## config.mk

```make
export PLATFORM = sky130hd
export DESIGN_NAME = valve_actuator_drive
export DESIGN_NICKNAME = d
export VERILOG_FILES = /design/src/vad_pkg.sv /design/src/tp_if.sv /design/src/valve_actuator_drive.sv /design/src/tp_channel.sv
export SDC_FILE = /design/constraint.sdc
export NUM_CORES = 2
export LEC_CHECK = 0
export ABC_AREA = 1
export BUFFER_PORTS_ARGS = -buffer_cell sky130_fd_sc_hd__buf_2
export CORE_ASPECT_RATIO = 2
export CORE_MARGIN = 2
export CORE_UTILIZATION = 25
export CTS_CLUSTER_DIAMETER = 100
export CTS_CLUSTER_SIZE = 28
export DETAILED_ROUTE_END_ITERATION = 7
export PLACE_DENSITY = 0.4
export SLEW_MARGIN = 20
export SYNTH_ARGS = -nofsm -noshare
export SYNTH_HDL_FRONTEND = slang
export SYNTH_HIERARCHICAL = 1
export SYNTH_SLANG_ARGS = --single-unit
```

## constraint.sdc

```tcl
create_clock -name CLK -period 34.9 [get_ports CLK]
set_input_delay 6.98 -clock CLK [delete_from_list [all_inputs] [get_ports CLK]]
set_output_delay 6.98 -clock CLK [all_outputs]
set_load 0.02 [all_outputs]
```

## src/vad_pkg.sv

```systemverilog
// Constants, types and helper arithmetic for the valve actuator drive.
// Assumes a 100 MHz system clock and word-wide AHB-Lite register access.
package vad_pkg;
   // ==========================================================
   // Register map (byte addresses)
   localparam logic [7:0] ADDR_CTRL = 8'h00;
   localparam logic [7:0] ADDR_MV = 8'h04;
   localparam logic [7:0] ADDR_FREQ = 8'h08;
   localparam logic [7:0] ADDR_DMAX = 8'h0c;
   localparam logic [7:0] ADDR_TMIN1 = 8'h10;
   localparam logic [7:0] ADDR_TMIN2 = 8'h14;
   localparam logic [7:0] ADDR_CYCLE = 8'h18;
   localparam logic [7:0] ADDR_STATUS = 8'h1c;
   localparam logic [7:0] ADDR_AOUT = 8'h20;
   // ==========================================================
   // Field positions and reset values
   localparam int CTRL_POL1_BIT = 3;
   localparam int CTRL_POL2_BIT = 4;
   localparam int CTRL_VOLT_BIT = 5;
   localparam int STAT_PWM_BIT = 16;
   localparam int STAT_ACT1_BIT = 17;
   localparam int STAT_ACT2_BIT = 18;
   localparam int STAT_CLAMP_BIT = 19;
   localparam logic [5:0] CTRL_RESET = 6'h00;
   localparam logic [15:0] FHI_RESET = 16'h01f4;
   localparam logic [15:0] FLO_RESET = 16'h0064;
   localparam logic [10:0] DMAX_RESET = 11'h3e8;
   localparam logic [13:0] TMIN_RESET = 14'h0005;
   localparam logic [13:0] TMIN_MAX = 14'h270f;
   localparam logic [13:0] CYCLE_RESET = 14'h03e8;
   // ==========================================================
   // Duty in per mille, frequency interpolation and analog output constants
   localparam logic [10:0] PM_FULL = 11'h3e8;
   localparam logic [10:0] PM_PEAK = 11'h258;
   localparam logic [7:0] RECIP_RISE = 8'h6d;
   localparam logic [7:0] RECIP_FALL = 8'ha4;
   localparam logic [10:0] RECIP_PM = 11'h419;
   localparam logic [31:0] THR_PER_PM = 32'h00418937;
   localparam logic [5:0] INC_PER_HZ = 6'h2b;
   localparam logic [15:0] AOUT_MA_BASE = 16'h0fa0;
   localparam logic [4:0] AOUT_MA_STEP = 5'h10;
   localparam logic [3:0] AOUT_V_STEP = 4'ha;
   // ==========================================================
   // Timing
   localparam int CLK_PERIOD_NS = 10;
   localparam int MS_TIME_NS = 1000000;
   localparam int MS_CYCLES = MS_TIME_NS / CLK_PERIOD_NS;

   typedef enum logic [2:0] {
      MODE_OFF, MODE_PROP, MODE_PROCESS, MODE_TWO, MODE_THREE, MODE_STD
   } drive_mode_t;

   // x * pm / 1000, never above x
   function automatic logic [13:0] scale_pm(input logic [13:0] x,
                                            input logic [10:0] pm);
      logic [39:0] p;
      p = 40'(x) * 40'(pm) * 40'(RECIP_PM);
      scale_pm = (p[39:20] > 20'(x)) ? x : p[33:20];
   endfunction

   function automatic logic [13:0] clamp_tmin(input logic [31:0] w);
      clamp_tmin = (w > 32'(TMIN_MAX)) ? TMIN_MAX : w[13:0];
   endfunction
endpackage

```

## src/tp_if.sv

```systemverilog
// Carrier between the drive core and one time-proportional channel.
// Assumes both sides share one clock and synchronous reset.
`timescale 1ns/100ps
interface tp_if (
   input wire logic clk,   // System clock
   input wire logic rst_n  // Synchronous reset, active low
);
   logic ms_tick;
   logic cycle_start;
   logic [13:0] cycle_ms;
   logic [13:0] tmin_ms;
   logic [10:0] mag_pm;
   logic pulse;
   modport core (output ms_tick, cycle_start, cycle_ms, tmin_ms, mag_pm,
      input pulse);
   modport unit (input clk, rst_n, ms_tick, cycle_start, cycle_ms, tmin_ms,
      mag_pm, output pulse);
endinterface

```

## src/valve_actuator_drive.sv

```systemverilog
// Valve actuator drive: PWM, time-proportional valve pulses, analog code.
// Assumes one AHB-Lite master, word accesses, 100 MHz CLK.
`timescale 1ns/100ps
module valve_actuator_drive
   import vad_pkg::*;
#(
   parameter int MS_CLKS = MS_CYCLES  // Clock cycles per millisecond
) (
   input wire logic CLK,              // System clock, 100 MHz
   input wire logic RST_N,            // Synchronous reset, active low
   input wire logic HSEL,             // Slave select
   input wire logic [31:0] HADDR,     // Byte address
   input wire logic [1:0] HTRANS,     // Transfer type
   input wire logic HWRITE,           // Write when high
   input wire logic [2:0] HSIZE,      // Transfer size, word only
   input wire logic [31:0] HWDATA,    // Write data
   input wire logic HREADY,           // Bus ready
   output logic [31:0] HRDATA,        // Read data
   output logic HREADYOUT,            // Slave ready
   output logic HRESP,                // Response, always OKAY
   output logic PWM_OUT,              // Proportional valve drive
   output logic VALVE1_OUT,           // First transistor output
   output logic VALVE2_OUT,           // Second transistor output
   output logic [15:0] AOUT_CODE,     // Analog code, uA or mV
   output logic AOUT_VOLT             // High when code is in mV
);
   // ==========================================================
   // Register file
   logic [5:0] ctrl_r, ctrl_nxt;
   logic signed [10:0] mv_r, mv_nxt;
   logic [15:0] fhi_r, fhi_nxt, flo_r, flo_nxt;
   logic [10:0] dmax_r, dmax_nxt;
   logic [13:0] tmin1_r, tmin1_nxt, tmin2_r, tmin2_nxt;
   logic [13:0] cycle_r, cycle_nxt;
   logic wr_pend_r, wr_pend_nxt;
   logic [7:0] addr_r, addr_nxt;
   logic [31:0] rdata_r, rdata_nxt;
   logic addr_ok;
   logic signed [15:0] wmv;
   drive_mode_t mode;
   logic pol1, pol2;

   assign addr_ok = HSEL && HTRANS[1] && HREADY;
   assign wmv = signed'(HWDATA[15:0]);
   assign mode = drive_mode_t'(ctrl_r[2:0]);
   assign pol1 = ctrl_r[CTRL_POL1_BIT];
   assign pol2 = ctrl_r[CTRL_POL2_BIT];

   logic [10:0] duty_cur;
   logic [15:0] freq_cur;
   logic clamped;
   logic pwm_r, pwm_nxt;
   logic act1, act2;
   logic [15:0] aout_r, aout_nxt;

   always_comb begin
      ctrl_nxt = ctrl_r;
      mv_nxt = mv_r;
      fhi_nxt = fhi_r;
      flo_nxt = flo_r;
      dmax_nxt = dmax_r;
      tmin1_nxt = tmin1_r;
      tmin2_nxt = tmin2_r;
      cycle_nxt = cycle_r;
      wr_pend_nxt = addr_ok && HWRITE;
      addr_nxt = addr_ok ? HADDR[7:0] : addr_r;
      if (wr_pend_r) begin
         case (addr_r)
            ADDR_CTRL: ctrl_nxt = HWDATA[5:0];
            ADDR_MV: begin
               if (wmv > 16'sd1000) begin
                  mv_nxt = 11'sd1000;
               end else if (wmv < -16'sd1000) begin
                  mv_nxt = -11'sd1000;
               end else begin
                  mv_nxt = wmv[10:0];
               end
            end
            ADDR_FREQ: begin
               fhi_nxt = HWDATA[15:0];
               flo_nxt = HWDATA[31:16];
            end
            ADDR_DMAX: begin
               dmax_nxt = (HWDATA[10:0] > PM_FULL) ? PM_FULL : HWDATA[10:0];
            end
            ADDR_TMIN1: tmin1_nxt = clamp_tmin(HWDATA);
            ADDR_TMIN2: tmin2_nxt = clamp_tmin(HWDATA);
            ADDR_CYCLE: begin
               cycle_nxt = (HWDATA[13:0] == 14'h0000) ? 14'h0001 : HWDATA[13:0];
            end
            default: ;
         endcase
      end
      // Reads see a write that lands in the same cycle
      rdata_nxt = rdata_r;
      if (addr_ok && !HWRITE) begin
         case (HADDR[7:0])
            ADDR_CTRL: rdata_nxt = {26'h0, ctrl_nxt};
            ADDR_MV: rdata_nxt = {{21{mv_nxt[10]}}, mv_nxt};
            ADDR_FREQ: rdata_nxt = {flo_nxt, fhi_nxt};
            ADDR_DMAX: rdata_nxt = {21'h0, dmax_nxt};
            ADDR_TMIN1: rdata_nxt = {18'h0, tmin1_nxt};
            ADDR_TMIN2: rdata_nxt = {18'h0, tmin2_nxt};
            ADDR_CYCLE: rdata_nxt = {18'h0, cycle_nxt};
            ADDR_STATUS: begin
               rdata_nxt = {16'h0, freq_cur};
               rdata_nxt[STAT_PWM_BIT] = pwm_r;
               rdata_nxt[STAT_ACT1_BIT] = act1;
               rdata_nxt[STAT_ACT2_BIT] = act2;
               rdata_nxt[STAT_CLAMP_BIT] = clamped;
            end
            ADDR_AOUT: rdata_nxt = {16'h0, aout_r};
            default: rdata_nxt = 32'h0;
         endcase
      end
   end

   always_ff @(posedge CLK) begin
      if (!RST_N) begin
         ctrl_r <= CTRL_RESET;
         mv_r <= 11'sd0;
         fhi_r <= FHI_RESET;
         flo_r <= FLO_RESET;
         dmax_r <= DMAX_RESET;
         tmin1_r <= TMIN_RESET;
         tmin2_r <= TMIN_RESET;
         cycle_r <= CYCLE_RESET;
         wr_pend_r <= 1'b0;
         addr_r <= 8'h00;
         rdata_r <= 32'h0;
      end else begin
         ctrl_r <= ctrl_nxt;
         mv_r <= mv_nxt;
         fhi_r <= fhi_nxt;
         flo_r <= flo_nxt;
         dmax_r <= dmax_nxt;
         tmin1_r <= tmin1_nxt;
         tmin2_r <= tmin2_nxt;
         cycle_r <= cycle_nxt;
         wr_pend_r <= wr_pend_nxt;
         addr_r <= addr_nxt;
         rdata_r <= rdata_nxt;
      end
   end

   assign HRDATA = rdata_r;
   assign HREADYOUT = 1'b1;
   assign HRESP = 1'b0;

   // ==========================================================
   // Proportional valve PWM with duty-dependent frequency
   logic [15:0] span;
   logic [39:0] fprod;
   logic [31:0] phase_r, phase_nxt;
   logic [31:0] thr_r, thr_nxt;
   logic [31:0] inc_r, inc_nxt;
   logic [32:0] psum;

   always_comb begin
      clamped = 1'b0;
      if (mode != MODE_PROP || mv_r <= 11'sd0) begin
         duty_cur = 11'h000;
      end else if (mv_r[10:0] > dmax_r) begin
         duty_cur = dmax_r;
         clamped = 1'b1;
      end else begin
         duty_cur = mv_r[10:0];
      end
      span = (fhi_r > flo_r) ? 16'(fhi_r - flo_r) : 16'h0000;
      if (duty_cur <= PM_PEAK) begin
         fprod = 40'(span) * 40'(duty_cur) * 40'(RECIP_RISE);
      end else begin
         fprod = 40'(span) * 40'(11'(PM_FULL - duty_cur)) *
            40'(RECIP_FALL);
      end
      freq_cur = 16'(flo_r + fprod[31:16]);
      psum = 33'(phase_r) + 33'(inc_r);
      phase_nxt = psum[31:0];
      thr_nxt = thr_r;
      inc_nxt = inc_r;
      if (mode != MODE_PROP) begin
         phase_nxt = 32'h0;
         thr_nxt = 32'h0;
         inc_nxt = 32'(freq_cur) * 32'(INC_PER_HZ);
      end else if (psum[32] || inc_r == 32'h0) begin
         // New values only at a period boundary, so no runt pulses
         thr_nxt = 32'(duty_cur) * THR_PER_PM;
         inc_nxt = 32'(freq_cur) * 32'(INC_PER_HZ);
      end
      pwm_nxt = mode == MODE_PROP && phase_nxt < thr_nxt;
   end

   always_ff @(posedge CLK) begin
      if (!RST_N) begin
         phase_r <= 32'h0;
         thr_r <= 32'h0;
         inc_r <= 32'h0;
         pwm_r <= 1'b0;
      end else begin
         phase_r <= phase_nxt;
         thr_r <= thr_nxt;
         inc_r <= inc_nxt;
         pwm_r <= pwm_nxt;
      end
   end

   assign PWM_OUT = pwm_r;

   // ==========================================================
   // Millisecond and control-cycle timer
   logic [31:0] ms_cnt_r, ms_cnt_nxt;
   logic [13:0] cyc_cnt_r, cyc_cnt_nxt;
   logic ms_tick, cycle_start;

   always_comb begin
      ms_tick = ms_cnt_r >= 32'(MS_CLKS - 1);
      ms_cnt_nxt = ms_tick ? 32'h0 : 32'(ms_cnt_r + 32'h1);
      cycle_start = ms_tick && cyc_cnt_r >= 14'(cycle_r - 14'h0001);
      cyc_cnt_nxt = cyc_cnt_r;
      if (cycle_start) begin
         cyc_cnt_nxt = 14'h0000;
      end else if (ms_tick) begin
         cyc_cnt_nxt = 14'(cyc_cnt_r + 14'h0001);
      end
   end

   always_ff @(posedge CLK) begin
      if (!RST_N) begin
         ms_cnt_r <= 32'h0;
         cyc_cnt_r <= 14'h0000;
      end else begin
         ms_cnt_r <= ms_cnt_nxt;
         cyc_cnt_r <= cyc_cnt_nxt;
      end
   end

   // ==========================================================
   // Time-proportional channels and output polarity
   tp_if tp1 (.clk(CLK), .rst_n(RST_N));
   tp_if tp2 (.clk(CLK), .rst_n(RST_N));
   logic timed1, timed2;
   logic v1_r, v1_nxt, v2_r, v2_nxt;

   assign timed1 = mode == MODE_PROCESS || mode == MODE_TWO ||
      mode == MODE_THREE;
   assign timed2 = mode == MODE_PROCESS || mode == MODE_THREE;
   assign tp1.ms_tick = ms_tick;
   assign tp2.ms_tick = ms_tick;
   assign tp1.cycle_start = cycle_start;
   assign tp2.cycle_start = cycle_start;
   assign tp1.cycle_ms = cycle_r;
   assign tp2.cycle_ms = cycle_r;
   assign tp1.tmin_ms = tmin1_r;
   assign tp2.tmin_ms = tmin2_r;
   // Positive variable opens on output one, negative closes on two
   assign tp1.mag_pm = (timed1 && mv_r > 11'sd0) ?
      mv_r[10:0] : 11'h000;
   assign tp2.mag_pm = (timed2 && mv_r < 11'sd0) ?
      11'(-mv_r) : 11'h000;

   tp_channel u_ch1 (.tp(tp1));
   tp_channel u_ch2 (.tp(tp2));

   // Mode change mid-cycle stops drive at once
   assign act1 = tp1.pulse && timed1;
   assign act2 = tp2.pulse && timed2 && !act1;

   always_comb begin
      v1_nxt = act1 ^ pol1;
      v2_nxt = act2 ^ pol2;
   end

   always_ff @(posedge CLK) begin
      if (!RST_N) begin
         v1_r <= 1'b0;
         v2_r <= 1'b0;
      end else begin
         v1_r <= v1_nxt;
         v2_r <= v2_nxt;
      end
   end

   assign VALVE1_OUT = v1_r;
   assign VALVE2_OUT = v2_r;

   // ==========================================================
   // Standard-signal analog output
   logic [10:0] apos;

   always_comb begin
      apos = (mv_r > 11'sd0) ? mv_r[10:0] : 11'h000;
      aout_nxt = 16'h0000;
      if (mode == MODE_STD) begin
         if (ctrl_r[CTRL_VOLT_BIT]) begin
            aout_nxt = 16'(apos * AOUT_V_STEP);
         end else begin
            aout_nxt = 16'(AOUT_MA_BASE + 16'(apos * AOUT_MA_STEP));
         end
      end
   end

   always_ff @(posedge CLK) begin
      if (!RST_N) begin
         aout_r <= 16'h0000;
      end else begin
         aout_r <= aout_nxt;
      end
   end

   assign AOUT_CODE = aout_r;
   assign AOUT_VOLT = ctrl_r[CTRL_VOLT_BIT];
endmodule

```

## src/tp_channel.sv

```systemverilog
// One time-proportional pulse channel: pulse length per control cycle.
// Assumes cycle_start and ms_tick come from the core's millisecond timer.
`timescale 1ns/100ps
module tp_channel
   import vad_pkg::*;
(
   tp_if.unit tp  // Timing in, pulse out
);
   logic [13:0] on_ms_r, on_ms_nxt;
   logic [13:0] elapsed_r, elapsed_nxt;
   logic pulse_r, pulse_nxt;

   // ==========================================================
   // Pulse length latched at each cycle start
   always_comb begin
      on_ms_nxt = on_ms_r;
      if (tp.cycle_start) begin
         if (tp.mag_pm == 11'h000) begin
            on_ms_nxt = 14'h0000;
         end else if (tp.cycle_ms > tp.tmin_ms) begin
            on_ms_nxt = 14'(tp.tmin_ms +
               scale_pm(14'(tp.cycle_ms - tp.tmin_ms), tp.mag_pm));
         end else begin
            on_ms_nxt = tp.tmin_ms;
         end
      end
      elapsed_nxt = elapsed_r;
      if (tp.cycle_start) begin
         elapsed_nxt = 14'h0000;
      end else if (tp.ms_tick && elapsed_r != 14'h3fff) begin
         elapsed_nxt = 14'(elapsed_r + 14'h0001);
      end
      pulse_nxt = elapsed_nxt < on_ms_nxt;
   end

   always_ff @(posedge tp.clk) begin
      if (!tp.rst_n) begin
         on_ms_r <= 14'h0000;
         elapsed_r <= 14'h0000;
         pulse_r <= 1'b0;
      end else begin
         on_ms_r <= on_ms_nxt;
         elapsed_r <= elapsed_nxt;
         pulse_r <= pulse_nxt;
      end
   end

   assign tp.pulse = pulse_r;
endmodule

```

==> metrics.cfg <==
[pwr]
swShare_pct = 48.2
p_int_uw = 872
p_leak_nw = 35.7
irDropWorstVdd_v = 0.000114
comb_power_share_pct = 59.6
p_seq_share_pct = 24.2
power.density_nw_per_um2 = 24.6
pwr-share-clk_pct = 16.2
switchingPower_uw = 810

[global_routing]
grt_pass1_wl_um = 355000
globalRouteOverflowTotal = 0
grt_pass1_vias = 58700
antenna_found_initial = 31
grt_max_degree = 68
grt_util_all_layers_pct = 18.2

[detailed_routing]
routed-via-count = 55100
drtAntennaViolNets = 0
drc = 0
drt-wirelength-per-cell_um = 20.1
drt-initial-drc-count = 2529
vias_per_cell = 4.70
wl_um = 235000
drt-pass1-iter-count = 6

[logic_synthesis]
synth.most_common_cell = inv_1
netlist_area_um2 = 63300
synthFlopType = dfxtp_1
yosys.area.top_type = fa_1
ys.warnings.count = 6
synth_top_area_share_pct = 22.3
synth_area_leaders = fa_1 (22%), ha_1 (21%), dfxtp_1 (11%)
seq_area_frac_synth_pct = 11.1
syn_area_per_cell_um2 = 7.54
netlist_instances = 8387
synth_edf_count = 0
synthArstFlopShare_pct = 0
synth_seq_cells = 351
yosys.cell_types.count = 96
yosys-top-cells-count = inv_1 (1,594), nand2_1 (1,333), ha_1 (1,046)

[cts]
clockBufferDepth = 3
cts_buffers = 18
cts_max_level = 1
clkTransAtPathRegs_ns = 0.12
holdBufCountCts = 0
cts-root-buf = clkbuf_16
cts.sinks = 351
clk_latency_ns = 0.64
post_cts_resize_count = 0
cts_tree = built
cts_setup_buffers = 0

[setup_path]
crit_top_cell = inv_1
worstPathMaxFanout = 15
slowest_stage = xor2_1
crit_path_end_kind = register
slowest_delay_ns = 0.81
arrival_ns = 18.17
start_kind = register
path_class = register to register
cp.required_ns = 35.45

[die]
core_um2 = 252000
dieArea_um2 = 257000
start_util_pct = 25.1
io_pins = 128
dieHeight_um = 716
die_w_um = 360
fp-row-count = 261

[timing]
slew_viol_final = 0
period_needed_ns = 17.62
fmax_ghz = 0.0568
skew_ns = 0.0394
tns_ns = 0
final_hold_viol_count = 0
setup-violations-final = 0
tightest_slew_ns = 1.11
grt_setup_unrepaired = no
post-route-period-util_pct = 50.5
slew_headroom_pct = 25.8

[placed_design]
dp_hpwl_um = 205000
port_buffers = 96
gp_congestion = 0.886
placed_cells = 11700

[layout]
layout.nets = 10300
instances_no_fill = 11700
fillers = 27900
area_delta_synth_final_pct = 8.30
multi_input_area_um2 = 49500
final_layout_size_suffix_gt1_share_pct = 5.01
seq_area_um2 = 7030

[worst_hold_path]
hold_class = register to register

[status]
status = finished clean

[flow_run]
maxCapViolCount = 0

per-layer routing:
layer	GRT usage (%)	wire, um
met2	37.0	131000
met3	1.24	6330
met1	18.2	84200
met5	0	82
met4	9.13	13500
stage by stage:
step / cell area (um^2) / util, % / worst slack [ns] / total power, mW / hold slack, ns
after detailed placement: 68000 / 27.0 / 17.11 / 1.43 / 0.458
after floorplan: 63400 / - / 20.89 / 1.15 / 0.417
after global placement: 67900 / 26.9 / 17.24 / 1.44 / 0.445
after CTS: 68500 / 27.2 / 17.02 / 1.72 / 0.473
after global routing: 68500 / 27.2 / 15.95 / 1.86 / 0.491
final: 68500 / 27.2 / 17.28 / 1.68 / 0.470
cell families after synthesis:
family,after synthesis,synth area share [%]
AND/OR/NAND/NOR,2921,19.6
XOR/XNOR,272,3.88
other,2,0.0119
multiplexers,5,0.0791
buffers and inverters,1821,10.9
adder cells (fa/ha/maj),1750,43.0
flip-flops,351,11.1
AO/OA/AOI/OAI,1265,11.5
area by class of cell:
class / instances / area share [%]
clock buffer: 19 / 0.694
timing repair buffer: 177 / 1.59
clock inverter: 5 / 0.119
antenna: 6 / 0.0219
inverter: 1651 / 9.06
sequential: 351 / 10.3
tap: 3287 / 6.00
multi-input combinational: 6238 / 72.3
cell usage in the layout, fill, tap and decap left out, types with 103 or more instances in the layout:
| cell | n |
|---|---|
| dfxtp_1 | 351 |
| a21oi_1 | 549 |
| xnor2_1 | 103 |
| ha_1 | 1046 |
| xor2_1 | 158 |
| fa_1 | 704 |
| nor2_1 | 959 |
| o21ai_0 | 345 |
| nand3_1 | 183 |
| nand2_1 | 1332 |
| nor3_1 | 132 |
| inv_1 | 1594 |
flip-flops by register name, indices dropped and copies added (netlist names), 15 cells and up:
name and cells:
fhi_r 16, AOUT_CODE 15, HRDATA 32, inc_r 22
ms_cnt_r 32, thr_r 32, phase_r 32, flo_r 16
path summary, 6_finish.rpt:
check | startpoint | endpoint | slack [ns] | depth (start not counted)
worst max-delay path | flo_r[10]$_SDFF_PN0_ | inc_r[20]$_SDFFE_PN0P_ | 17.28 | 74
worst min-delay path | HRDATA[25]$_SDFFE_PN0P_ | HRDATA[25]$_SDFFE_PN0P_ | 0.47 | 2
worst max register to register | flo_r[10]$_SDFF_PN0_ | inc_r[20]$_SDFFE_PN0P_ | 17.28 | 74
worst min register to register | HRDATA[25]$_SDFFE_PN0P_ | HRDATA[25]$_SDFFE_PN0P_ | 0.47 | 2
power groups by stage:
stage | logic, mW | clock network, mW | registers, mW
finish | 1.00 | 0.272 | 0.408
global route | 1.16 | 0.292 | 0.408
CTS | 1.03 | 0.287 | 0.408
detailed placement | 1.01 | 0 | 0.417
global placement | 1.02 | 0 | 0.417
floorplan | 0.731 | 0 | 0.415
critical path, delay by kind of cell, from the launching register on:
| family | cells | cell delay [ns] |
|---|---|---|
| fa+ha+maj | 18 | 7.77 |
| simple gates | 23 | 3.12 |
| buf+inv | 17 | 2.25 |
| flops | 1 | 0.43 |
| compound gates | 13 | 2.14 |
| xor+xnor | 3 | 1.76 |
No activity file was read; power rests on OpenSTA's default activity.
